`config.mk`:
```
export PLATFORM = sky130hd
export DESIGN_NAME = dual_pwm_object_interface
export DESIGN_NICKNAME = d
export VERILOG_FILES = /design/src/core/pwm_obj_pkg.sv /design/src/core/dual_pwm_object_interface.sv
export SDC_FILE = /design/constraint.sdc
export NUM_CORES = 1
export LEC_CHECK = 0
export BUFFER_PORTS_ARGS = -buffer_cell sky130_fd_sc_hd__buf_2
export CORE_ASPECT_RATIO = 2
export CORE_UTILIZATION = 34
export DETAILED_ROUTE_END_ITERATION = 16
export SLEW_MARGIN = 15
export SYNTH_ARGS = -nofsm -noshare
export SYNTH_HDL_FRONTEND = slang
export SYNTH_SLANG_ARGS = --single-unit
```
`constraint.sdc`:
```
create_clock -name clk_in -period 3.1 [get_ports clk_in]
set_input_delay 0.62 -clock clk_in [delete_from_list [all_inputs] [get_ports clk_in]]
set_output_delay 0.62 -clock clk_in [all_outputs]
set_load 0.005 [all_outputs]
```
`src/core/pwm_obj_pkg.sv`:
```
// package for the dual pulse-width object interface
// assumes a single module clock and a power-on reset
package pwm_obj_pkg;
  // register numbers of the internal module bus, channel one and two
  localparam logic [6:0] CH1_PERIOD_DURATION = 7'h60;
  localparam logic [6:0] CH1_DUTY_CYCLE = 7'h61;
  localparam logic [6:0] CH1_LOAD_PREPARE_VALUE = 7'h64;
  localparam logic [6:0] CH1_LATCHED_COUNT = 7'h66;
  localparam logic [6:0] CH2_PERIOD_DURATION = 7'h70;
  localparam logic [6:0] CH2_DUTY_CYCLE = 7'h71;
  localparam logic [6:0] CH2_LOAD_PREPARE_VALUE = 7'h74;
  localparam logic [6:0] CH2_LATCHED_COUNT = 7'h76;
  // object selectors for the per-channel objects
  localparam logic [2:0] OBJ_CONFIG = 3'h0;
  localparam logic [2:0] OBJ_STATUS = 3'h1;
  localparam logic [2:0] OBJ_FLAGS = 3'h2;
  localparam logic [2:0] OBJ_DIAG = 3'h3;
  localparam logic [2:0] OBJ_CONTROL = 3'h4;
  localparam logic [2:0] OBJ_REGISTER = 3'h5;
  // configuration word layout and defaults
  localparam int CFG_DIAG_EN_BIT = 7;
  localparam int CFG_AUX_ADDR_LSB = 24;
  localparam logic [5:0] CFG_OUT_MODE_RST = 6'h3F;
  localparam logic [7:0] CFG_BYTE1_RST = 8'h00;
  localparam logic [6:0] CFG_AUX_CH1_RST = 7'h60;
  localparam logic [6:0] CFG_AUX_CH2_RST = 7'h70;
  // control word bit positions
  localparam int CTL_GLOBAL_OFF = 0;
  localparam int CTL_START_STOP = 1;
  localparam int CTL_HOLD_ERRORS = 2;
  localparam int CTL_SPECIAL_OFF = 4;
  localparam int CTL_SOFT_RETRIGGER = 5;
  localparam int CTL_SINGLE_SHOT = 6;
  localparam int CTL_FORCE_DIGITAL = 8;
  localparam int CTL_FORCE_PULSE = 9;
  localparam logic [15:0] CTL_WRITE_MASK = 16'h0377;
  // flag and diagnostic bit positions
  localparam int FLG_RETRIGGER = 0;
  localparam int FLG_ZERO_CROSS = 1;
  localparam int FLG_SPECIAL = 2;
  localparam int FLG_OUT_ERROR = 3;
  localparam int DIAG_HW = 7;
  localparam int DIAG_PARAM = 6;
  localparam int DIAG_PULSE = 1;
  localparam int DIAG_DIGITAL = 0;
  // accepted range of the output mode field
  localparam logic [5:0] MODE_MAX_VALID = 6'h3F;
  localparam logic [31:0] WORD_RST = 32'h0000_0000;
  // output sequencer states
  typedef enum logic [1:0] {
    ST_IDLE = 2'b00,
    ST_RUN = 2'b01,
    ST_DONE = 2'b10
  } run_state_t;
endpackage

```
`src/core/dual_pwm_object_interface.sv`:
```
// dual pulse-width output channels with object access for the gateway
// assumes requests are synchronous to clk_in; one access per cycle
`timescale 1ns/1ps
module dual_pwm_object_interface
  import pwm_obj_pkg::*;
#(
  parameter int NCH = 2
) (
  // clock and reset
  input wire logic clk_in,
  input wire logic rstn_in,
  // object access from the gateway
  input wire logic req_in,
  input wire logic wr_in,
  input wire logic ch_sel_in,
  input wire logic [2:0] obj_in,
  input wire logic [6:0] reg_in,
  input wire logic [31:0] wdata_in,
  output logic [31:0] rdata_out,
  output logic ack_out,
  output logic err_out,
  // cyclic process data for the period duration
  input wire logic [NCH-1:0] pd_period_we_in,
  input wire logic [31:0] pd_period_in,
  // stored configuration restored after node reset
  input wire logic [NCH-1:0] cfg_restore_in,
  input wire logic [31:0] cfg_store_in,
  // external event sources
  input wire logic [NCH-1:0] load_event_in,
  input wire logic [NCH-1:0] latch_event_in,
  input wire logic [NCH-1:0] special_event_in,
  input wire logic [NCH-1:0] hw_fault_in,
  input wire logic [NCH-1:0] pulse_fault_in,
  input wire logic [NCH-1:0] digital_fault_in,
  // channel outputs
  output logic [NCH-1:0] pulse_out,
  output logic [NCH-1:0] digital_out,
  output logic [NCH-1:0] compare_status_output
);
  import pwm_obj_pkg::*;

  logic [31:0] rd_d;
  logic [31:0] rdata_q;
  logic ack_q;
  logic err_q;
  logic [31:0] ch_rd [NCH];
  logic [NCH-1:0] ch_err;

  genvar g;
  generate
    for (g = 0; g < NCH; g++) begin : gen_ch
      logic [31:0] cfg_q;
      logic [15:0] ctl_q;
      logic [31:0] period_q;
      logic [31:0] duty_q;
      logic [31:0] loadv_q;
      logic [31:0] latch_q;
      logic [31:0] cnt_q;
      logic [3:0] flags_q;
      logic [3:0] diag_q;
      logic pulse_q;
      logic digital_q;
      logic retrig_q;
      run_state_t st_q;
      logic sel;
      logic acc_wr;
      logic acc_rd;
      logic [6:0] base;
      logic [6:0] reg_idx;
      logic gen_en;
      logic special_en;
      logic zero_cross;
      logic out_err;
      logic par_err;
      logic hold;
      logic [3:0] fl_set;
      logic [3:0] dg_set;
      logic [7:0] status;

      // named control bits of the host word
      logic function_global_off;
      logic output_start_stop;
      logic hold_error_messages;
      logic special_function_off;
      logic soft_latch_retrigger_request;
      logic single_shot_select;
      logic force_digital_output;
      logic force_pulse_output;

      // named status, flag and diagnostic bits
      logic general_enabled_status;
      logic output_running_status;
      logic special_function_enabled_status;
      logic errors_held_status;
      logic soft_latch_retrigger_done_flag;
      logic zero_crossing_flag;
      logic special_event_flag;
      logic output_error_flag;
      logic hardware_fault_diag;
      logic parameter_fault_diag;
      logic pulse_output_fault_diag;
      logic digital_output_fault_diag;
      logic [1:0] status_output_mode;

      // request decode for this channel
      assign sel = req_in && (ch_sel_in == 1'(g));
      assign acc_wr = sel && wr_in;
      assign acc_rd = sel && !wr_in;
      assign base = (g == 0) ? CH1_PERIOD_DURATION : CH2_PERIOD_DURATION;
      assign reg_idx = reg_in - base;

      // control word fields
      assign function_global_off = ctl_q[CTL_GLOBAL_OFF];
      assign output_start_stop = ctl_q[CTL_START_STOP];
      assign hold_error_messages = ctl_q[CTL_HOLD_ERRORS];
      assign special_function_off = ctl_q[CTL_SPECIAL_OFF];
      assign soft_latch_retrigger_request = ctl_q[CTL_SOFT_RETRIGGER];
      assign single_shot_select = ctl_q[CTL_SINGLE_SHOT];
      assign force_digital_output = ctl_q[CTL_FORCE_DIGITAL];
      assign force_pulse_output = ctl_q[CTL_FORCE_PULSE];
      assign gen_en = !function_global_off;
      assign special_en = !special_function_off;
      assign hold = hold_error_messages;

      // event sources and fault terms
      assign zero_cross = (st_q == ST_RUN) && (cnt_q == WORD_RST);
      assign out_err = pulse_fault_in[g] || digital_fault_in[g];
      assign par_err = (cfg_q[5:0] > MODE_MAX_VALID) || (period_q[31]) || duty_q[31];
      assign fl_set = {out_err, special_event_in[g] && special_en,
                       zero_cross, retrig_q};
      assign dg_set = {hw_fault_in[g], par_err, pulse_fault_in[g],
                       digital_fault_in[g]};

      // status byte fields
      assign general_enabled_status = gen_en;
      assign output_running_status = (st_q == ST_RUN);
      assign special_function_enabled_status = special_en && gen_en;
      assign errors_held_status = hold;
      // status byte, bits 7..6 read zero
      assign status = {2'b00, compare_status_output[g], digital_q, errors_held_status,
                       special_function_enabled_status, output_running_status,
                       general_enabled_status};

      // latched flag and diagnostic fields
      assign soft_latch_retrigger_done_flag = flags_q[FLG_RETRIGGER];
      assign zero_crossing_flag = flags_q[FLG_ZERO_CROSS];
      assign special_event_flag = flags_q[FLG_SPECIAL];
      assign output_error_flag = flags_q[FLG_OUT_ERROR];
      assign hardware_fault_diag = diag_q[3];
      assign parameter_fault_diag = diag_q[2];
      assign pulse_output_fault_diag = diag_q[1];
      assign digital_output_fault_diag = diag_q[0];
      assign status_output_mode = cfg_q[15:14];

      // configuration word: reset default, restore, service write
      always_ff @(posedge clk_in or negedge rstn_in) begin
        if (!rstn_in) begin
          cfg_q <= {1'b0, (g == 0) ? CFG_AUX_CH1_RST : CFG_AUX_CH2_RST, 8'h00,
                    CFG_BYTE1_RST, 2'b00, CFG_OUT_MODE_RST};
        end else if (cfg_restore_in[g]) begin
          cfg_q <= {1'b0, cfg_store_in[30:0]};
        end else if (acc_wr && obj_in == OBJ_CONFIG) begin
          cfg_q <= {1'b0, wdata_in[30:0]};
        end
      end

      // control word written by the host
      always_ff @(posedge clk_in or negedge rstn_in) begin
        if (!rstn_in) begin
          ctl_q <= 16'h0000;
        end else if (acc_wr && obj_in == OBJ_CONTROL) begin
          ctl_q <= wdata_in[15:0] & CTL_WRITE_MASK;
        end
      end

      // rising edge of the retrigger request arms a one-cycle capture
      logic sw_lr_prev_q;
      always_ff @(posedge clk_in or negedge rstn_in) begin
        if (!rstn_in) begin
          sw_lr_prev_q <= 1'b0;
          retrig_q <= 1'b0;
        end else begin
          sw_lr_prev_q <= soft_latch_retrigger_request;
          retrig_q <= soft_latch_retrigger_request && !sw_lr_prev_q;
        end
      end

      // value registers: period, duty, load value
      always_ff @(posedge clk_in or negedge rstn_in) begin
        if (!rstn_in) begin
          period_q <= WORD_RST;
          duty_q <= WORD_RST;
          loadv_q <= WORD_RST;
        end else begin
          if (acc_wr && obj_in == OBJ_REGISTER) begin
            case (reg_idx)
              7'h00: period_q <= wdata_in;
              7'h01: duty_q <= wdata_in;
              7'h04: loadv_q <= wdata_in;
              default: ;
            endcase
          end else if (pd_period_we_in[g]) begin
            period_q <= pd_period_in;
          end
        end
      end

      // output counter sequencer
      always_ff @(posedge clk_in or negedge rstn_in) begin
        if (!rstn_in) begin
          st_q <= ST_IDLE;
          cnt_q <= WORD_RST;
        end else if (load_event_in[g]) begin
          cnt_q <= loadv_q;
        end else begin
          case (st_q)
            ST_IDLE: begin
              if (gen_en && output_start_stop) begin
                st_q <= ST_RUN;
                cnt_q <= period_q;
              end
            end
            ST_RUN: begin
              if (!gen_en || !output_start_stop) begin
                st_q <= ST_IDLE;
              end else if (cnt_q == WORD_RST) begin
                cnt_q <= period_q;
                st_q <= single_shot_select ? ST_DONE : ST_RUN;
              end else begin
                cnt_q <= cnt_q - 32'h0000_0001;
              end
            end
            ST_DONE: begin
              if (!output_start_stop) st_q <= ST_IDLE;
            end
            default: st_q <= ST_IDLE;
          endcase
        end
      end

      // latch captures count on event or soft retrigger
      always_ff @(posedge clk_in or negedge rstn_in) begin
        if (!rstn_in) begin
          latch_q <= WORD_RST;
        end else if (latch_event_in[g] || retrig_q) begin
          latch_q <= cnt_q;
        end
      end

      // pulse and digital outputs; forced bits override
      always_ff @(posedge clk_in or negedge rstn_in) begin
        if (!rstn_in) begin
          pulse_q <= 1'b0;
          digital_q <= 1'b0;
        end else begin
          pulse_q <= force_pulse_output ||
                     ((st_q == ST_RUN) && ($signed(cnt_q) < $signed(duty_q)));
          digital_q <= force_digital_output;
        end
      end

      // sticky flags: set wins over clear-on-read; hold blocks clearing
      always_ff @(posedge clk_in or negedge rstn_in) begin
        if (!rstn_in) begin
          flags_q <= 4'h0;
          diag_q <= 4'h0;
        end else begin
          flags_q <= ((acc_rd && obj_in == OBJ_FLAGS && !hold) ? 4'h0 : flags_q)
                     | fl_set;
          diag_q <= ((acc_rd && obj_in == OBJ_DIAG && !hold) ? 4'h0 : diag_q)
                    | (cfg_q[CFG_DIAG_EN_BIT] ? dg_set : 4'h0);
        end
      end

      // read mux for this channel
      always_comb begin
        ch_rd[g] = WORD_RST;
        ch_err[g] = 1'b0;
        case (obj_in)
          OBJ_CONFIG: ch_rd[g] = cfg_q;
          OBJ_STATUS: ch_rd[g] = {24'h0, status};
          OBJ_FLAGS: ch_rd[g] = {28'h0, output_error_flag, special_event_flag,
                                 zero_crossing_flag, soft_latch_retrigger_done_flag};
          OBJ_DIAG: ch_rd[g] = {24'h0, hardware_fault_diag, parameter_fault_diag, 4'h0,
                                pulse_output_fault_diag,
                                digital_output_fault_diag};
          OBJ_CONTROL: ch_rd[g] = {16'h0, ctl_q};
          OBJ_REGISTER: begin
            case (reg_idx)
              7'h00: ch_rd[g] = period_q;
              7'h01: ch_rd[g] = duty_q;
              7'h04: ch_rd[g] = loadv_q;
              7'h06: ch_rd[g] = latch_q;
              default: ch_err[g] = 1'b1;
            endcase
            if (wr_in && reg_idx == 7'h06) ch_err[g] = 1'b1;
          end
          default: ch_err[g] = 1'b1;
        endcase
        if (wr_in && (obj_in == OBJ_STATUS || obj_in == OBJ_FLAGS
            || obj_in == OBJ_DIAG)) ch_err[g] = 1'b1;
      end

      assign pulse_out[g] = pulse_q;
      assign digital_out[g] = digital_q;
      assign compare_status_output[g] = (status_output_mode == 2'b00) ?
                                        pulse_q : cfg_q[14];
    end
  endgenerate

  // registered answer, one cycle after the request
  always_comb begin
    rd_d = ch_rd[ch_sel_in];
  end

  always_ff @(posedge clk_in or negedge rstn_in) begin
    if (!rstn_in) begin
      rdata_q <= WORD_RST;
      ack_q <= 1'b0;
      err_q <= 1'b0;
    end else begin
      ack_q <= req_in;
      err_q <= req_in && ch_err[ch_sel_in];
      if (req_in && !wr_in) rdata_q <= rd_d;
    end
  end

  assign rdata_out = rdata_q;
  assign ack_out = ack_q;
  assign err_out = err_q;
endmodule

```
==> results.sh <==
export IMPL_fill_cells=7232
export IMPL_num_nets_final=2851
export IMPL_pwr_density_cell_nw_per_um2=577.4
export IMPL_cts_hold_buf=0
export IMPL_crit_type="register to register"
export IMPL_r2r_cells=11
export IMPL_synth_edff_count=0
export IMPL_cap_violations=0
export IMPL_ys_warnings_count=0
export IMPL_dpl_hpwl_um=70060
export IMPL_final_antenna_net_count=0
export IMPL_cp_num_buf_inv=4
export IMPL_ir_drop_mv=0.3558
export IMPL_cts_clk_slew_worst_paths_ps=70
export IMPL_final_util_pct=39.67
export IMPL_rows=141
export IMPL_ff_latch_area_um2=11530
export IMPL_clock_sinks=460
export IMPL_die_area_um2=75870
export IMPL_hp_class="input port to asynchronous set/reset pin"
export IMPL_io_pins=167
export IMPL_multi_input_comb_area_um2=12910
export IMPL_rrSetupSlack_ps=220
export IMPL_netlist_top_cells_count="dfrtp_1 (443), nand2_1 (296), o21ai_0 (228)"
export IMPL_grt_max_degree=69
export IMPL_async_reset_ff_share_pct=100.0
export IMPL_dieWidth_um=195.3
export IMPL_rr_startpoint="gen_ch[1].cnt_q[1]"
export IMPL_wl_per_cell_um=26.74
export IMPL_placed_cells=3543
export IMPL_worst_pin_slew_ps=910.2
export IMPL_grt_pass1_vias=22408
export IMPL_cpPeakStageDelay_ps=480
export IMPL_ys_seq_area_share_pct=45.40
export IMPL_gr_usage_all_layers_pct=25.49
export IMPL_period_share_pct=92.95
export IMPL_fmax_mhz=347.1
export IMPL_synth_top_area_cell="dfrtp_1"
export IMPL_synth_area_leaders="dfrtp_1 (44%), mux2i_1 (8.9%), mux2_2 (8.9%)"
export IMPL_slew_violations=0
export IMPL_synth_top_area_share_pct=43.65
export IMPL_wirelength_um=96910
export IMPL_status="completed"
export IMPL_ys_seq_elements=460
export IMPL_setup_viol=0
export IMPL_skew_ps=25.74
export IMPL_avgSynthCellArea_um2=10.06
export IMPL_synth_distinct_cells=80
export IMPL_synth_cells=2524
export IMPL_antenna_found_initial=4
export IMPL_first_pass_iters=8
export IMPL_via_per_inst=5.942
export IMPL_chipHeight_um=388.5
export IMPL_arrival_ps=3400
export IMPL_cts_tree="done"
export IMPL_critPathTopFamily="simple AND/OR/NAND/NOR gates"
export IMPL_cts_setup_buffers=0
export IMPL_insertion_delay_ps=590
export IMPL_cts_root_buf="clkbuf_16"
export IMPL_vias=21533
export IMPL_reg2reg_to="gen_ch[1].cnt_q[22]"
export IMPL_slew_headroom_pct=38.55
export IMPL_cts_buffers=43
export IMPL_worstPathRequired_ps=3620
export IMPL_cts_max_level=2
export IMPL_layout_cells_non_filler=3624
export IMPL_endpoint_kind="register"
export IMPL_synthFlopType="dfrtp_1"
export IMPL_area_growth_pct=15.46
export IMPL_core_um2=73920
export IMPL_crit_chain="inv_1, ha_1, nor4b_4, buf_4, nand4_1, buf_4, o31a_1, buf_4, and4_1, o21ai_0, and3_1"
export IMPL_p_total_uw=16930
export IMPL_drive_gt1_share_pct=22.47
export IMPL_fin_setup_tns_ps=0
export IMPL_cpMostUsedCell="buf_4"
export IMPL_numPortBuffers=165
export IMPL_initialDrtViolationCount=1753
export IMPL_synth_most_common_cell="dfrtp_1"
export IMPL_worstPathMaxFanout=12
export IMPL_start_util_pct=34.36
export IMPL_drc=0
export IMPL_slowest_stage="nor4b_4"
export IMPL_timing_hold_ws_ps=37.64
export IMPL_gp_congestion=0.9706
export IMPL_cts_buffer_depth=3
export IMPL_grt_overflow=0
export IMPL_hold_viol_final=0
export IMPL_rsz0062_at_grt="false"
export IMPL_min_period_ps=2881
export IMPL_cp_start_kind="register"
export IMPL_p_leak_uw=0.01349
export IMPL_synthesis_area_um2=25400
export IMPL_syn_nets=2716
export IMPL_grt_pass1_wl_um=144600
export IMPL_cts_resized=1
## per-layer routing
layer | up-vias | track usage (%) | wire [um]
met5 | - | 0 | 10
met4 | 2 | 17.34 | 7067
met3 | 325 | 3.470 | 5924
met2 | 966 | 43.83 | 48170
met1 | 10810 | 29.23 | 35740
li1 | 9430 | - | -
## power breakdown
part	switching (uW)	leakage, uW	internal [uW]
Clock	2510	0.000750	3380
Combinational	2410	0.00680	1490
Sequential	587	0.00594	6560
Total	5510	0.0135	11400
## how the worst max path moves through the flow
| stage | to | cells past startpoint | slack (ps) | start |
|---|---|---|---|---|
| 3_5_place_dp | gen_ch[1].cnt_q[17] | 11 | 4 | gen_ch[1].cnt_q[0] |
| 5_1_grt | gen_ch[1].cnt_q[22] | 11 | 10 | gen_ch[1].cnt_q[0] |
| 3_3_place_gp | gen_ch[1].cnt_q[17] | 11 | -520 | gen_ch[1].cnt_q[0] |
| 4_1_cts | gen_ch[1].cnt_q[28] | 8 | 130 | gen_ch[1].cnt_q[1] |
| 2_1_floorplan | gen_ch[1].loadv_q[3] | 7 | 620 | reg_in[3] |
| 6_report | gen_ch[1].cnt_q[22] | 11 | 220 | gen_ch[1].cnt_q[1] |
## area by class of cell
cell class / instances / area share, %
multi-input cells: 1793 / 44.04
flip-flops and latches: 460 / 39.32
repair buffers: 280 / 6.442
clock buffers: 63 / 4.377
well taps: 929 / 3.963
inverters: 81 / 1.037
clock inverters: 15 / 0.7935
diodes: 3 / 0.02560
## cell usage in the layout, fill, tap and decap left out, drive strengths merged, types with 8 or more instances in the layout
cell type  synthesis  layout
a21o               9       9
a21oi            125     125
a221oi            34      34
a22o               8       8
a22oi             63      63
and3               8       8
buf               57     280
clkbuf           133      63
clkinv             0       9
dfrtp            443     443
dfstp             17      17
ha                65      65
inv               81      81
mux2             203     203
mux2i            225     225
nand2            296     296
nand2b            17      17
nand3             32      32
nand4             26      26
nor2              86      86
nor2b             14      14
nor3              39      39
nor3b             34      34
nor4              23      23
o211ai            10      10
o21ai            232     232
o221ai            11      11
o22ai             55      55
o31ai             37      37
or3                9       9
or4                8       8
xnor2             20      20
xor2              24      24
## flip-flops by register name (all words and copies together) (netlist names)
signal,flops
err_out,1
gen_ch.loadv_q,64
gen_ch.period_q,64
gen_ch.flags_q,8
gen_ch.ctl_q,16
gen_ch.latch_q,64
ack_out,1
rdata_out,32
gen_ch.diag_q,8
gen_ch.pulse_q,2
gen_ch.duty_q,64
gen_ch.cnt_q,64
gen_ch.sw_lr_prev_q,2
gen_ch.st_q,4
gen_ch.digital_q,2
gen_ch.cfg_q,62
gen_ch.retrig_q,2
## per-stage QoR
step | setup WS [ps] | cell area (um^2)
finish | 218.7 | 29330
global route | 13.32 | 29320
CTS | 132.8 | 29310
detailed placement | 3.588 | 27790
global placement | -522.8 | 27780
floorplan | 621.0 | 25400
## logic make-up after synthesis
kind of cell / after synthesis / synth area share, %
AOI/OAI and AO/OA: 634 / 15.46
and+or+nand+nor: 622 / 12.23
DFF: 460 / 45.40
muxes: 428 / 17.87
buffers and inverters: 271 / 4.320
adders and majority gates: 65 / 3.202
xor gates and xnor gates: 44 / 1.517
(Power assumes the default switching activity.)
